## src/rtl/vepix_pkg.sv

```systemverilog
// Purpose: Shared constants and types of the video encoder pixel port.
// Assumes: 32-bit AHB-Lite register bus, one word per register.
// Notes: Line and field sizes are plain defaults, overridable.
package vepix_pkg;
    // Register byte offsets
    localparam logic [7:0] VEPIX_MODE_ADDR = 8'h00;
    localparam logic [7:0] VEPIX_TIMING_ADDR = 8'h04;
    localparam logic [7:0] VEPIX_MODE3_ADDR = 8'h08;
    localparam logic [7:0] VEPIX_STATUS_ADDR = 8'h0C;
    localparam logic [7:0] VEPIX_OVL_BASE = 8'h40;
    localparam logic [7:0] VEPIX_OVL_LAST = 8'h5C;
    // Field positions
    localparam int VEPIX_STD_BIT = 0;
    localparam int VEPIX_OUTSEL_LSB = 1;
    localparam int VEPIX_MASTER_BIT = 0;
    localparam int VEPIX_TMODE_LSB = 1;
    localparam int VEPIX_WIDE_BIT = 0;
    localparam int VEPIX_CLKA_BIT = 2;
    localparam int VEPIX_CLKB_BIT = 3;
    localparam int VEPIX_FIELD_BIT = 16;
    localparam int VEPIX_ADDRSEL_BIT = 17;
    localparam int VEPIX_HIT_BIT = 18;
    // Reset values: NTSC, slave mode 0, 8-bit, composite plus S-video
    localparam logic VEPIX_STD_RST = 1'b0;
    localparam logic [1:0] VEPIX_OUTSEL_RST = 2'h0;
    localparam logic VEPIX_MASTER_RST = 1'b0;
    localparam logic [1:0] VEPIX_TMODE_RST = 2'h0;
    localparam logic VEPIX_WIDE_RST = 1'b0;
    localparam logic [1:0] VEPIX_CLKSEL_RST = 2'h0;
    localparam logic [1:0] VEPIX_TMODE_VSYNC = 2'h2;
    // Serial control port device address, upper six bits; value arbitrary
    localparam logic [5:0] VEPIX_SER_ADDR_HI = 6'h2A;
    // AHB encodings
    localparam logic [1:0] VEPIX_HTRANS_NONSEQ = 2'h2;
    localparam logic [2:0] VEPIX_HSIZE_WORD = 3'h2;
    // Byte order in 8-bit mode: Cb, Y, Cr, Y
    localparam logic [1:0] VEPIX_PH_CB = 2'h0;
    localparam logic [1:0] VEPIX_PH_CR = 2'h2;

    typedef struct packed {
        logic [7:0] y;
        logic [7:0] cb;
        logic [7:0] cr;
    } vepix_pixel_s;

    typedef struct packed {
        logic hsel;
        logic [31:0] haddr;
        logic [1:0] htrans;
        logic hwrite;
        logic [2:0] hsize;
        logic hready;
    } vepix_ahb_req_s;

    typedef enum logic [1:0] {
        VEPIX_SER_IDLE = 2'b00,
        VEPIX_SER_ADDR = 2'b01,
        VEPIX_SER_ACK = 2'b11,
        VEPIX_SER_DONE = 2'b10
    } vepix_ser_e;
endpackage : vepix_pkg

```

## src/rtl/vepix_port.sv

```systemverilog
// Purpose: Pixel input port, timing pins, overlay and clock output.
// Assumes: One 100 MHz clock; pins pass two flip-flops before use.
// Notes: Registers over AHB-Lite, zero wait states, always OKAY.
// What this block does
// (RULE_01) Clock output runs at full or half rate, set by two mode bits.
// (RULE_02) Pixels come as 8 bits on the low byte or 16 bits, bit 0 LSB.
// (RULE_03) While overlay is enabled its colour replaces the video.
// (RULE_04) Hsync pin is driven as master and received as slave.
// (RULE_05) Field pin is a field flag in mode 1, vsync in mode 2.
// (RULE_06) Pixel data is ignored while blanking is low.
// (RULE_07) Serial address LSB comes from the address-select pin.
// (RULE_08) Reset restarts timing and loads NTSC, slave 0, 8-bit defaults.
// (RULE_09) The clock source supplies a stable pixel-rate reference.
// (RULE_10) Serial clock is input only; serial data is two-way.
// (RULE_11) In 8-bit mode bytes come Cb, Y, Cr, Y on rising edges.
// (RULE_12) In 16-bit mode Y is low, chroma high, taken every 2nd edge.
// (RULE_13) As slave the line and field counters follow received syncs.
// (RULE_14) Three select inputs pick one of eight overlay colours.
`timescale 1ns/1ps
module vepix_port #(
    parameter int LINE_CLKS = 1716,
    parameter int FIELD_LINES = 263,
    parameter int HSYNC_CLKS = 128,
    parameter int VSYNC_LINES = 3
) (
    // Clock, reset, enable
    input wire logic clk_in,
    input wire logic sys_rst_in,
    input wire logic ce_in,
    // AHB-Lite slave
    input wire vepix_pkg::vepix_ahb_req_s ahb_req_in,
    input wire logic [31:0] hwdata_in,
    output logic [31:0] hrdata_out,
    output logic hreadyout_out,
    output logic hresp_out,
    // Pixel port and timing pins
    input wire logic [15:0] pixel_bus_in,
    input wire logic blank_in,
    input wire logic hsync_in,
    output logic hsync_out,
    output logic hsync_oe_n_out,
    input wire logic field_vsync_in,
    output logic field_vsync_out,
    output logic field_vsync_oe_n_out,
    // Overlay pins
    input wire logic overlay_enable_in,
    input wire logic [2:0] overlay_color_select_in,
    // Serial control port and address select
    input wire logic address_select_pin_in,
    input wire logic control_serial_clock_in,
    input wire logic control_serial_data_in,
    output logic control_serial_data_out,
    output logic control_serial_data_oe_n_out,
    // Video out and divided clock
    output vepix_pkg::vepix_pixel_s pixel_out,
    output logic pixel_valid_out,
    output logic clock_div_out
);
    import vepix_pkg::*;

    // Two-stage synchronisers for every pin input
    localparam int NSYNC = 26;
    logic [NSYNC-1:0] pin_raw, pin_s1, pin_s2;
    assign pin_raw = {pixel_bus_in, blank_in, hsync_in, field_vsync_in,
                      overlay_enable_in, overlay_color_select_in,
                      address_select_pin_in, control_serial_clock_in,
                      control_serial_data_in};
    always_ff @(posedge clk_in) begin
        if (ce_in) begin
            pin_s1 <= pin_raw;
            pin_s2 <= pin_s1;
        end
    end
    logic [15:0] pix_s;
    logic blank_s, hs_s, fv_s, ovl_s, addr_sel_s, scl_s, sda_s;
    logic [2:0] osel_s;
    assign {pix_s, blank_s, hs_s, fv_s, ovl_s, osel_s, addr_sel_s, scl_s,
            sda_s} = pin_s2;

    // Control registers
    logic std_pal, master, wide;
    logic [1:0] outsel, tmode, clksel;
    logic [11:0] ovl_tbl [8];
    logic ser_hit;

    // AHB-Lite: address phase captured, write done in data phase
    logic wr_pend;
    logic [7:0] wr_addr;
    wire acc = ahb_req_in.hsel && ahb_req_in.hready
               && ahb_req_in.htrans == VEPIX_HTRANS_NONSEQ;
    wire [7:0] a8 = ahb_req_in.haddr[7:0];
    wire in_tbl_w = wr_addr >= VEPIX_OVL_BASE && wr_addr <= VEPIX_OVL_LAST;
    wire in_tbl_r = a8 >= VEPIX_OVL_BASE && a8 <= VEPIX_OVL_LAST;
    wire [2:0] tbl_idx_w = 3'(wr_addr[4:2]);
    wire [2:0] tbl_idx_r = 3'(a8[4:2]);
    assign hreadyout_out = 1'b1;
    assign hresp_out = 1'b0;

    // Timing generator counters
    logic [11:0] h_cnt;
    logic [9:0] v_cnt;
    logic field;

    logic [31:0] next_rdata;
    always_comb begin
        next_rdata = 32'h0000_0000;
        case (a8)
            VEPIX_MODE_ADDR: begin
                next_rdata[VEPIX_STD_BIT] = std_pal;
                next_rdata[VEPIX_OUTSEL_LSB +: 2] = outsel;
            end
            VEPIX_TIMING_ADDR: begin
                next_rdata[VEPIX_MASTER_BIT] = master;
                next_rdata[VEPIX_TMODE_LSB +: 2] = tmode;
            end
            VEPIX_MODE3_ADDR: begin
                next_rdata[VEPIX_WIDE_BIT] = wide;
                next_rdata[VEPIX_CLKA_BIT] = clksel[0];
                next_rdata[VEPIX_CLKB_BIT] = clksel[1];
            end
            VEPIX_STATUS_ADDR: begin
                next_rdata[9:0] = v_cnt;
                next_rdata[VEPIX_FIELD_BIT] = field;
                next_rdata[VEPIX_ADDRSEL_BIT] = addr_sel_s;
                next_rdata[VEPIX_HIT_BIT] = ser_hit;
            end
            default: begin
                if (in_tbl_r) begin
                    next_rdata[11:0] = ovl_tbl[tbl_idx_r];
                end
            end
        endcase
    end

    always_ff @(posedge clk_in) begin
        if (sys_rst_in) begin
            wr_pend <= 1'b0;
            wr_addr <= 8'h00;
            hrdata_out <= 32'h0000_0000;
        end else if (ce_in) begin
            wr_pend <= acc && ahb_req_in.hwrite;
            wr_addr <= a8;
            if (acc && !ahb_req_in.hwrite) begin
                hrdata_out <= next_rdata;
            end
        end
    end

    always_ff @(posedge clk_in) begin
        if (sys_rst_in) begin
            std_pal <= VEPIX_STD_RST; // RULE_08
            outsel <= VEPIX_OUTSEL_RST; // RULE_08
            master <= VEPIX_MASTER_RST; // RULE_08
            tmode <= VEPIX_TMODE_RST; // RULE_08
            wide <= VEPIX_WIDE_RST; // RULE_08
            clksel <= VEPIX_CLKSEL_RST;
        end else if (ce_in && wr_pend) begin
            if (wr_addr == VEPIX_MODE_ADDR) begin
                std_pal <= hwdata_in[VEPIX_STD_BIT];
                outsel <= hwdata_in[VEPIX_OUTSEL_LSB +: 2];
            end
            if (wr_addr == VEPIX_TIMING_ADDR) begin
                master <= hwdata_in[VEPIX_MASTER_BIT];
                tmode <= hwdata_in[VEPIX_TMODE_LSB +: 2];
            end
            if (wr_addr == VEPIX_MODE3_ADDR) begin
                wide <= hwdata_in[VEPIX_WIDE_BIT];
                clksel <= {hwdata_in[VEPIX_CLKB_BIT],
                           hwdata_in[VEPIX_CLKA_BIT]}; // RULE_01
            end
        end
    end

    // Colour table has no reset; software loads it before overlay use
    always_ff @(posedge clk_in) begin
        if (ce_in && wr_pend && in_tbl_w) begin
            ovl_tbl[tbl_idx_w] <= hwdata_in[11:0];
        end
    end

    // Clock output: bit b enables, bit a picks half rate
    logic div_ff;
    always_ff @(posedge clk_in) begin
        if (sys_rst_in) begin
            div_ff <= 1'b0;
        end else if (ce_in) begin
            div_ff <= ~div_ff;
        end
    end
    assign clock_div_out = clksel[1]
                         & (clksel[0] ? div_ff : clk_in); // RULE_01

    // Timing generator; slave edges realign counters
    logic hs_d, fv_d;
    wire hs_fall = hs_d && !hs_s;
    wire fv_fall = fv_d && !fv_s;
    wire fv_chg = fv_d != fv_s;
    // Compare with >= so a count left over from slave mode wraps at once
    wire line_end = master ? (h_cnt >= 12'(LINE_CLKS - 1)) : hs_fall;
    wire field_end = master ? (v_cnt >= 10'(FIELD_LINES - 1))
                   : (tmode == VEPIX_TMODE_VSYNC ? fv_fall : fv_chg);
    always_ff @(posedge clk_in) begin
        if (sys_rst_in) begin
            h_cnt <= 12'h000; // RULE_08
            v_cnt <= 10'h000; // RULE_08
            field <= 1'b0;
            hs_d <= 1'b1;
            // Start from the pin level: the field pin has no idle level
            fv_d <= fv_s;
        end else if (ce_in) begin
            hs_d <= hs_s;
            fv_d <= fv_s;
            if (line_end) begin
                h_cnt <= 12'h000; // RULE_13
                if (field_end && master) begin
                    v_cnt <= 10'h000;
                    field <= ~field;
                end else begin
                    v_cnt <= v_cnt + 10'h001;
                end
            end else begin
                h_cnt <= h_cnt + 12'h001;
            end
            if (!master && field_end) begin
                v_cnt <= 10'h000; // RULE_13
                field <= (tmode == VEPIX_TMODE_VSYNC) ? ~field : fv_s;
            end
        end
    end
    // Sync pins active low; released in slave modes
    assign hsync_oe_n_out = !master; // RULE_04
    assign field_vsync_oe_n_out = !master; // RULE_05
    assign hsync_out = !(h_cnt < 12'(HSYNC_CLKS)); // RULE_04
    assign field_vsync_out = (tmode == VEPIX_TMODE_VSYNC)
                           ? !(v_cnt < 10'(VSYNC_LINES)) : field; // RULE_05

    // Pixel capture
    logic [1:0] phase;
    logic cr_turn;
    logic [7:0] cb_r, cr_r;
    wire take = blank_s; // RULE_06
    wire [7:0] lo = pix_s[7:0]; // RULE_02
    wire [7:0] hi = pix_s[15:8]; // RULE_02
    wire cap8 = take && !wide && phase[0]; // RULE_11
    wire cap16 = take && wide && !phase[0]; // RULE_12
    wire [11:0] ovl_col = ovl_tbl[osel_s]; // RULE_14
    vepix_pixel_s cap_pix, next_pix;
    always_comb begin
        cap_pix.y = lo;
        cap_pix.cb = cb_r;
        cap_pix.cr = cr_r;
        if (wide) begin
            if (cr_turn) begin
                cap_pix.cr = hi; // RULE_12
            end else begin
                cap_pix.cb = hi; // RULE_12
            end
        end
        next_pix = cap_pix;
        if (ovl_s) begin
            next_pix.y = {ovl_col[11:8], 4'h0}; // RULE_03
            next_pix.cb = {ovl_col[7:4], 4'h0}; // RULE_03
            next_pix.cr = {ovl_col[3:0], 4'h0}; // RULE_03
        end
    end
    always_ff @(posedge clk_in) begin
        if (sys_rst_in) begin
            phase <= 2'h0;
            cr_turn <= 1'b0;
            cb_r <= 8'h00;
            cr_r <= 8'h00;
            pixel_out <= '0;
            pixel_valid_out <= 1'b0;
        end else if (ce_in) begin
            pixel_valid_out <= cap8 || cap16;
            if (!take) begin
                phase <= 2'h0; // RULE_06
                cr_turn <= 1'b0;
            end else begin
                phase <= phase + 2'h1;
                if (!wide && phase == VEPIX_PH_CB) cb_r <= lo; // RULE_11
                if (!wide && phase == VEPIX_PH_CR) cr_r <= lo; // RULE_11
                if (cap16) begin
                    cr_turn <= ~cr_turn;
                    if (cr_turn) cr_r <= hi;
                    else cb_r <= hi;
                end
            end
            if (cap8 || cap16) pixel_out <= next_pix;
        end
    end

    // Serial control port: answers its own address with an acknowledge
    vepix_ser_e ser_st, next_ser_st;
    logic scl_d, sda_d;
    logic [3:0] bit_cnt;
    logic [7:0] shreg;
    wire scl_rise = !scl_d && scl_s; // RULE_10
    wire scl_fall = scl_d && !scl_s;
    wire ser_start = scl_s && sda_d && !sda_s;
    wire ser_stop = scl_s && !sda_d && sda_s;
    wire addr_ok = shreg[7:1] == {VEPIX_SER_ADDR_HI, addr_sel_s}; // RULE_07
    always_comb begin
        next_ser_st = ser_st;
        case (ser_st)
            VEPIX_SER_IDLE: next_ser_st = ser_st;
            VEPIX_SER_ADDR: begin
                if (scl_fall && bit_cnt == 4'h8) begin
                    next_ser_st = addr_ok ? VEPIX_SER_ACK : VEPIX_SER_IDLE;
                end
            end
            VEPIX_SER_ACK: if (scl_fall) next_ser_st = VEPIX_SER_DONE;
            VEPIX_SER_DONE: next_ser_st = ser_st;
            default: next_ser_st = VEPIX_SER_IDLE;
        endcase
        if (ser_start) next_ser_st = VEPIX_SER_ADDR;
        else if (ser_stop) next_ser_st = VEPIX_SER_IDLE;
    end
    always_ff @(posedge clk_in) begin
        if (sys_rst_in) begin
            ser_st <= VEPIX_SER_IDLE;
            scl_d <= 1'b1;
            sda_d <= 1'b1;
            bit_cnt <= 4'h0;
            shreg <= 8'h00;
            ser_hit <= 1'b0;
        end else if (ce_in) begin
            scl_d <= scl_s;
            sda_d <= sda_s;
            ser_st <= next_ser_st;
            if (ser_start) bit_cnt <= 4'h0;
            else if (scl_rise && ser_st == VEPIX_SER_ADDR) begin
                bit_cnt <= bit_cnt + 4'h1;
                shreg <= {shreg[6:0], sda_s};
            end
            if (next_ser_st == VEPIX_SER_ACK) ser_hit <= 1'b1;
        end
    end
    assign control_serial_data_out = 1'b0;
    assign control_serial_data_oe_n_out = ser_st != VEPIX_SER_ACK; // RULE_10
endmodule : vepix_port

```

## config.mk

```make
export PLATFORM = sky130hd
export DESIGN_NAME = vepix_port
export DESIGN_NICKNAME = d
export VERILOG_FILES = /design/src/rtl/vepix_pkg.sv /design/src/rtl/vepix_port.sv
export SDC_FILE = /design/constraint.sdc
export NUM_CORES = 1
export LEC_CHECK = 0
export CORE_ASPECT_RATIO = 0.5
export CORE_UTILIZATION = 40
export CTS_CLUSTER_DIAMETER = 80
export CTS_CLUSTER_SIZE = 20
export DETAILED_ROUTE_END_ITERATION = 7
export DONT_BUFFER_PORTS = 1
export GPL_ROUTABILITY_DRIVEN = 1
export PLACE_DENSITY = 0.54
export SYNTH_ARGS = -nofsm -noshare
export SYNTH_HDL_FRONTEND = slang
export SYNTH_SLANG_ARGS = --single-unit
```

## constraint.sdc

```tcl
create_clock -name clk_in -period 3.19 [get_ports clk_in]
set_clock_uncertainty 0.15 [all_clocks]
set_input_delay 0.638 -clock clk_in [delete_from_list [all_inputs] [get_ports clk_in]]
set_output_delay 0.638 -clock clk_in [all_outputs]
set_load 0.005 [all_outputs]
```

Word level (Yosys, flattened, before mapping):

Memory sizes are Yosys's and may differ from the RTL's. A register that Yosys moved wholly into a read port is not among the register bits.
Cells that the tools add are included.

* $add $sub $neg: 4
* $lt $le $gt $ge: 8
* equality and inequality tests: 17
* multiplexer cells: 47
* bitwise operators: 5
* reduce and logical (&&, ||, !) cells: 63

Operators with widths (number)
* 8-bit 2-to-1 mux: 8
* 10-bit 2-to-1 mux: 3
* 1-bit logical AND: 26
* 8-bit by 4-bit equality test with 1-bit output (second input constant): 3
* 12-bit 2-to-1 mux: 2
* 24-bit 2-to-1 mux: 1
* 2-bit AND reduction: 10
* 8-bit by 3-bit equality test with 1-bit output (second input constant): 2
* 8-bit by 7-bit >= comparator with 1-bit output (second input constant): 2
* 8-bit by 7-bit less-or-equal comparator with 1-bit output (second input constant): 2
* 8-bit zero test: 2
* 16-bit 2-to-1 mux: 1
* 1-bit 2-to-1 mux: 15
* 2-bit 2-to-1 mux: 7
* 12-bit by 1-bit adder with 12-bit output (second input constant): 1
* 2-bit equality test (second input constant): 6
* 12-bit by 11-bit >= comparator with 1-bit output (second input constant): 1
* 1-bit zero test: 12
* 12-bit by 8-bit less-than comparator with 1-bit output (second input constant): 1
* 1-bit one-hot mux with 4 select lines: 3
* 6-bit one-hot mux with 2 select lines: 1
* 10-bit by 1-bit adder with 10-bit output (second input constant): 1
* 10-bit by 9-bit >= comparator with 1-bit output (second input constant): 1
* 10-bit by 2-bit less-than comparator with 1-bit output (second input constant): 1
* 21 further kinds: 32

* bits in registers: 172
* RAM bits: 96
* bits of input ports: 101
* logic and storage cells: 176
* memories: 1

Memory list
* ovl_tbl: depth 8, width 12, rd ports 2, clocked after Yosys merged registers in 1, wr ports 1, RTL line vepix_port.sv:83 `logic [11:0] ovl_tbl [8];`

Depth between registers and ports, before layout:

Gate-level depths: netlist (run 1).

* depth after elaboration: 9
* mapped depth: 8
* depth with buffers taken out: 7

==> out/metrics.cfg, run 1 <==
[layout]
drive_gt1_share_pct = 12.8
fillers = 2528
area_growth_pct = 11.3
count_of_nets_after_finishing = 1054
fin_area_um2 = 13100

[cts]
clk_latency_ns = 0.62
cts_tree = built
cts.reportedPaths.clkPinSlew_ns = 0.09

[sta]
totalNegativeSetupSlack_ns = 0
holdWs_ns = 0.0234
final_critical_path_setup_slack_ns = 0.352
maxSlewViolCount = 0
grt_setup_unrepaired = false
report.final.hold_viol_count = 0
worst_slew_pin_tran_ns = 0.816
timing.max_slew.rel_slack_pct = 45.6
setup_violations = 0

[floorplan]
io_pins = 167
die_area_um2 = 30200
overall_die_width_um = 245
fp.dieH_um = 123
core_um2 = 28300
floorplan.initialDensity_pct = 41.6
rows = 43

[setup_path]
start_kind = clock port
path_class = clock port to output port
critical_path_peak_fanout = 2
cp_data_arrival_time_ns = 2.05
critical_path_s_largest_stage_delay_ns = 0.13
crit_required_ns = 2.40
crit_path_frequent_cell = clkbuf_16
r2r_slack_ns = 0.62
path_cells = clkbuf_16, clkbuf_16, mux2i_1, nor2b_1
cpMaxStageDelayCell = clkbuf_16
ff2ff_path_depth = 6
critical_path.endpoint_type = output port

[global_routing]
number_of_global_route_vias_before_repair = 7240
grt_first_pass_wirelength_um = 43200
grt_max_degree = 91
gr-total-overflow = 0
grt_antenna_before_repair = 1
grt_use_total_pct = 19.1

[synthesis]
ys_ff_latch = 271
synth-async-reset-ratio_pct = 0
synthFlopType = edfxtp_1
synth.yosys.warnings = 0
synthMostInstantiatedCell = edfxtp_1
number_of_enable_type_register_cells_in_the_synthesized_netlist = 149
ys_top_cells_by_area = edfxtp_1 (38%), dfxtp_1 (21%), mux4_2 (9.6%)
synthDominantAreaCellType = edfxtp_1
count_of_mapped_cells_out_of_synthesis = 919
synthDistinctLibCells = 68
synthTopCellsByCount = edfxtp_1 (149), dfxtp_1 (122), nor2_1 (110)
yosysTopAreaCellShare_pct = 38.0
post_synth.cell_area_avg_um2 = 12.8
cell_area_after_synthesis_um2 = 11800
synth-seq-area-share_pct = 58.7

[place]
place_hpwl_um = 18000
detailedPlace.worstSlack_ns = 0.557
detailed_place.area_um2 = 12100
gp_routability_congestion = 0.767
place.port_buffers = 0

[worst_hold_path]
hold_path_class = input port to register
hold-path-cell-count = 2

[routing]
drc = 0
num_vias = 7503
drt_first_iter_violations = 461
drt-wirelength-per-cell_um = 21.3
avgViaCountPerCell = 5.61
drt_pre_antenna_iters = 5
drtAntennaViolNets = 0
wirelength_um = 28500

[power]
max-vdd-ir-drop_uv = 261
p_leak_nw = 4.56
power_density_nw_per_um2 = 511

[outcome]
run_status = finished, final reports clean

[run]
maxCapViolations = 0

## routing by layer
layer | global-route usage, % | vias up | routed length [um]
met4 | 6.05 | 0 | 690
met5 | 0 | - | 0
met3 | 3.80 | 45 | 1490
li1 | - | 3498 | -
met1 | 25.7 | 3772 | 13100
met2 | 31.3 | 188 | 13200
## what timing repair did
item / 4_1_cts / 5_1_grt
hold buffers: 44 / 0
endpoints found under the hold margin: 269 / 0
resized for setup: 0 / 0
setup buffers: 0 / 0
## worst max-delay path, delay by kind of cell
family / cells / cell delay (ns)
mux: 1 / 0.12
simple gates: 1 / 0.08
buf+inv: 2 / 0.25
## area by class of cell
class	count	area, um^2	area share, %
well taps	382	478	3.65
repair buffers	63	618	4.72
inverters	16	60.1	0.458
flip-flops and latches	271	6920	52.8
diodes	1	2.50	0.0191
multi-input cells	573	4480	34.2
clock inverters	1	11.3	0.0859
clock buffers	31	542	4.13
## stage by stage
step	std cells	utilization (%)	total power, mW
2_1_floorplan	937	-	4.24
3_3_place_gp	1261	42.7	4.29
3_5_place_dp	1261	42.7	4.29
4_1_cts	1337	46.3	6.75
5_1_grt	1338	46.3	6.92
6_report	1338	46.3	6.69
## path summary, 6_finish.rpt
path                                       to    startpoint
worst max-delay path            clock_div_out        clk_in
worst min-delay path                   master  hwdata_in[0]
worst max register to register       v_cnt[6]     pin_s2[7]
worst min register to register     pin_s2[16]    pin_s1[16]
## report_power, final
| part | switching [mW] | internal, mW |
|---|---|---|
| Sequential | 0.0732 | 3.77 |
| Combinational | 0.246 | 0.219 |
| Clock | 1.20 | 1.18 |
| Total | 1.52 | 5.17 |
## state kept, by name, indices dropped and copies added (netlist names), 2 cells and up, named ones only
signal and count:
cr_r 8, shreg 8, v_cnt 10, ser_st 2, wr_addr 8, tmode 2
cb_r 8, pin_s1 26, h_cnt 12, hrdata_out 15, clksel 2, phase 2
bit_cnt 4, pin_s2 26, ovl_tbl 96, pixel_out 24, outsel 2
## logic make-up (layout without fill, tap and decap cells)
kind of cell,Yosys count,after routing,synth area share [%]
compound gates,152,152,8.73
xor+xnor,14,14,1.04
fa+ha+maj,8,8,0.850
buf+inv,93,111,3.84
flops,271,271,58.7
mux,126,126,16.2
other cells,2,21,0.0638
simple gates,253,253,10.5
## placed cells by master, fill, tap and decap left out, types with 6 or more instances in the layout
cell             n
a211oi_1        22
mux4_2          50
o22ai_1          8
nand2_1         48
edfxtp_1       149
a222oi_1         6
a22oi_1          9
o22a_1           6
a21oi_1         49
nor2_1         110
nor3_1          14
a31oi_1          6
mux2i_1         59
o211ai_1         8
nand3b_1         7
o21ai_0         13
buf_4           19
nand4_1         12
xor2_1           9
dfxtp_1        122
and3_1           7
clkbuf_16       20
or4_1            6
conb_1          20
ha_1             8
mux2_2          17
clkbuf_1        11
nand3_1         15
inv_1           15
dlygate4sd3_1   42
Note: power is estimated with default switching activity, not from simulation.
==> inputs of run 2 (changes only) <==
--- a/config.mk
+++ b/config.mk
@@ -5,6 +5,7 @@
 export SDC_FILE = /design/constraint.sdc
 export NUM_CORES = 1
 export LEC_CHECK = 0
+export ABC_AREA = 1
 export CORE_ASPECT_RATIO = 0.5
 export CORE_UTILIZATION = 40
 export CTS_CLUSTER_DIAMETER = 80
==> run 2 against run 1 <==
Global-route usage increased by 2.9 points. Non-clock buffer count rose by 7. Count of clock-buffer cells in the layout unchanged. Via count rose by 32%. Register-to-register slack better by 0.13 ns. Core utilization is 0.24 points lower. Die area up 3.7%. Flip-flop and latch count stayed put. Sequential power hardly changed. Critical path type unchanged. Critical endpoint unchanged. Largest power group unchanged.
==> out/metrics.cfg, run 2 <==
[layout]
fillers = 2809
top_register = ovl_tbl
largest_register_ffs = 96
layout.cells.most_common_list = nand2_1 (219), o21ai_0 (167), inv_1 (156), edfxtp_1 (149), a21oi_1 (129)
area_growth_pct = 11.3
drive_gt1_share_pct = 5.26
layout.cells.most_common = nand2_1
count_of_nets_after_finishing = 1525
num_antenna_cells = 0
registers_with_the_most_flip_flops = ovl_tbl x96, pin_s1 x26, pin_s2 x26

[floorplan]
core_um2 = 29500
overall_die_width_um = 249
fp.dieH_um = 126
floorplan.initialDensity_pct = 41.4
io_pins = 167
rows = 44
die_area_um2 = 31300

[global_routing]
grt_first_pass_wirelength_um = 53300
gr-total-overflow = 0
grt_max_degree = 59
number_of_global_route_vias_before_repair = 9355
grt_use_total_pct = 22.0
grt_antenna_before_repair = 0

[setup_path]
critical_path_s_largest_stage_delay_ns = 0.15
path_class = clock port to output port
cp_data_arrival_time_ns = 2.10
start_kind = clock port
crit_path_frequent_cell = clkbuf_16
path_cells = clkbuf_16, clkbuf_16, o21ai_0, a21oi_1
cpMaxStageDelayCell = o21ai_0
critical_path.endpoint_type = output port
critical_path_peak_fanout = 2
crit_required_ns = 2.40

[synthesis]
synthMostInstantiatedCell = nand2_1
synthFlopType = edfxtp_1
cell_area_after_synthesis_um2 = 12200
ys_ff_latch = 271
synthDominantAreaCellType = edfxtp_1
yosysTopAreaCellShare_pct = 36.6
synthDistinctLibCells = 48
ys_top_cells_by_area = edfxtp_1 (37%), dfxtp_1 (20%), o21ai_0 (6.8%)
synthTopCellsByCount = nand2_1 (219), o21ai_0 (167), inv_1 (156)
synth-async-reset-ratio_pct = 0
post_synth.cell_area_avg_um2 = 8.81
count_of_mapped_cells_out_of_synthesis = 1387
synth.yosys.warnings = 0
synth-seq-area-share_pct = 56.6
number_of_enable_type_register_cells_in_the_synthesized_netlist = 149

[power]
power_switching_share_pct = 24.5
power_frac_comb_pct = 8.4
p_leak_nw = 5.14
power_report.internal_total_mw = 5.14
power_density_nw_per_um2 = 500
clock_power_share_pct = 35.1
max-vdd-ir-drop_uv = 269
power.net_switching_mw = 1.66
seq_pwr_share_pct = 56.5

[run]
maxCapViolations = 0

[routing]
avgViaCountPerCell = 5.43
drt-wirelength-per-cell_um = 19.0
wirelength_um = 34600
drt_first_iter_violations = 974
drc = 0
num_vias = 9871
drtAntennaViolNets = 0
drt_pre_antenna_iters = 6

[sta]
totalNegativeSetupSlack_ns = 0
holdWs_ns = 0.0245
maxSlewViolCount = 0
setup_violations = 0
report.final.hold_viol_count = 0
timing.max_slew.rel_slack_pct = 42.2
worst_slew_pin_tran_ns = 0.866
grt_setup_unrepaired = false

[cts]
cts_tree = built
clk_latency_ns = 0.63
cts.reportedPaths.clkPinSlew_ns = 0.09

[place]
place_hpwl_um = 23000
place.port_buffers = 0
gp_routability_congestion = 0.848

[worst_hold_path]
hold_path_class = input port to register

[outcome]
run_status = finished, final reports clean

## run 2: repair_timing
item / 4_1_cts / 5_1_grt
setup buffers: 0 / 0
endpoints found under the hold margin: 194 / 0
gates resized for setup: 0 / 0
hold buffers: 43 / 0
## run 2: through the flow
stage / instances / setup WS [ns] / cell area, um^2 / utilization (%) / power (mW)
floorplan: 1405 / 0.516 / 12300 / - / 4.26
global placement: 1742 / 0.622 / 12600 / 42.6 / 4.38
detailed placement: 1742 / 0.622 / 12600 / 42.6 / 4.40
CTS: 1817 / 0.268 / 13600 / 46.1 / 6.85
global route: 1817 / 0.271 / 13600 / 46.1 / 7.05
finish: 1817 / 0.303 / 13600 / 46.1 / 6.80
## run 2: power groups by stage
| stage | clock network (mW) | registers [mW] | logic (mW) |
|---|---|---|---|
| 6_report | 2.39 | 3.84 | 0.570 |
| 2_1_floorplan | 0.0000322 | 3.89 | 0.370 |
| 3_3_place_gp | 0.0000322 | 3.92 | 0.463 |
| 3_5_place_dp | 0.0000323 | 3.92 | 0.474 |
| 4_1_cts | 2.44 | 3.84 | 0.564 |
| 5_1_grt | 2.56 | 3.85 | 0.634 |
## run 2: cell type report
class / count / area [um^2] / area share (%)
Clock inverter: 1 / 11.3 / 0.0828
Tap cell: 391 / 489 / 3.60
Clock buffer: 31 / 542 / 3.99
Sequential cell: 271 / 6920 / 50.9
Timing Repair Buffer: 70 / 663 / 4.88
Inverter: 166 / 623 / 4.58
Multi-Input combinational cell: 887 / 4350 / 32.0
## run 2: final timing paths
check / start / to / slack [ns] / cells past startpoint
setup / recovery: clk_in / clock_div_out / 0.30 / 4
hold / removal: hwdata_in[2] / clksel[0] / 0.02 / 2
setup reg to reg: wide / cb_r[3] / 0.75 / 7
hold reg to reg: pin_s1[11] / pin_s2[11] / 0.27 / 0
## run 2: worst max-delay path: cells and delay by family
| kind | cells | cell delay (ns) |
|---|---|---|
| AOI/OAI and AO/OA | 2 | 0.25 |
| buffers and inverters | 2 | 0.25 |
## run 2: per-layer routing
| layer | vias to the layer above | global-route usage (%) | share of wire (%) |
|---|---|---|---|
| met5 | - | 0 | 0 |
| met4 | 0 | 7.33 | 2.7 |
| met1 | 4664 | 30.3 | 45 |
| li1 | 4751 | - | - |
| met3 | 58 | 3.75 | 6.7 |
| met2 | 398 | 35.3 | 46 |
## run 2: cells by family (layout without fill, tap and decap cells)
| group | after synthesis | in the layout | synth area share (%) |
|---|---|---|---|
| AOI/OAI and AO/OA | 370 | 370 | 16.7 |
| xor gates and xnor gates | 6 | 6 | 0.430 |
| adders and majority gates | 8 | 8 | 0.819 |
| buffers and inverters | 247 | 268 | 8.40 |
| DFF | 271 | 271 | 56.6 |
| muxes | 1 | 1 | 0.0819 |
| other | 2 | 20 | 0.0615 |
| and+or+nand+nor | 482 | 482 | 16.9 |
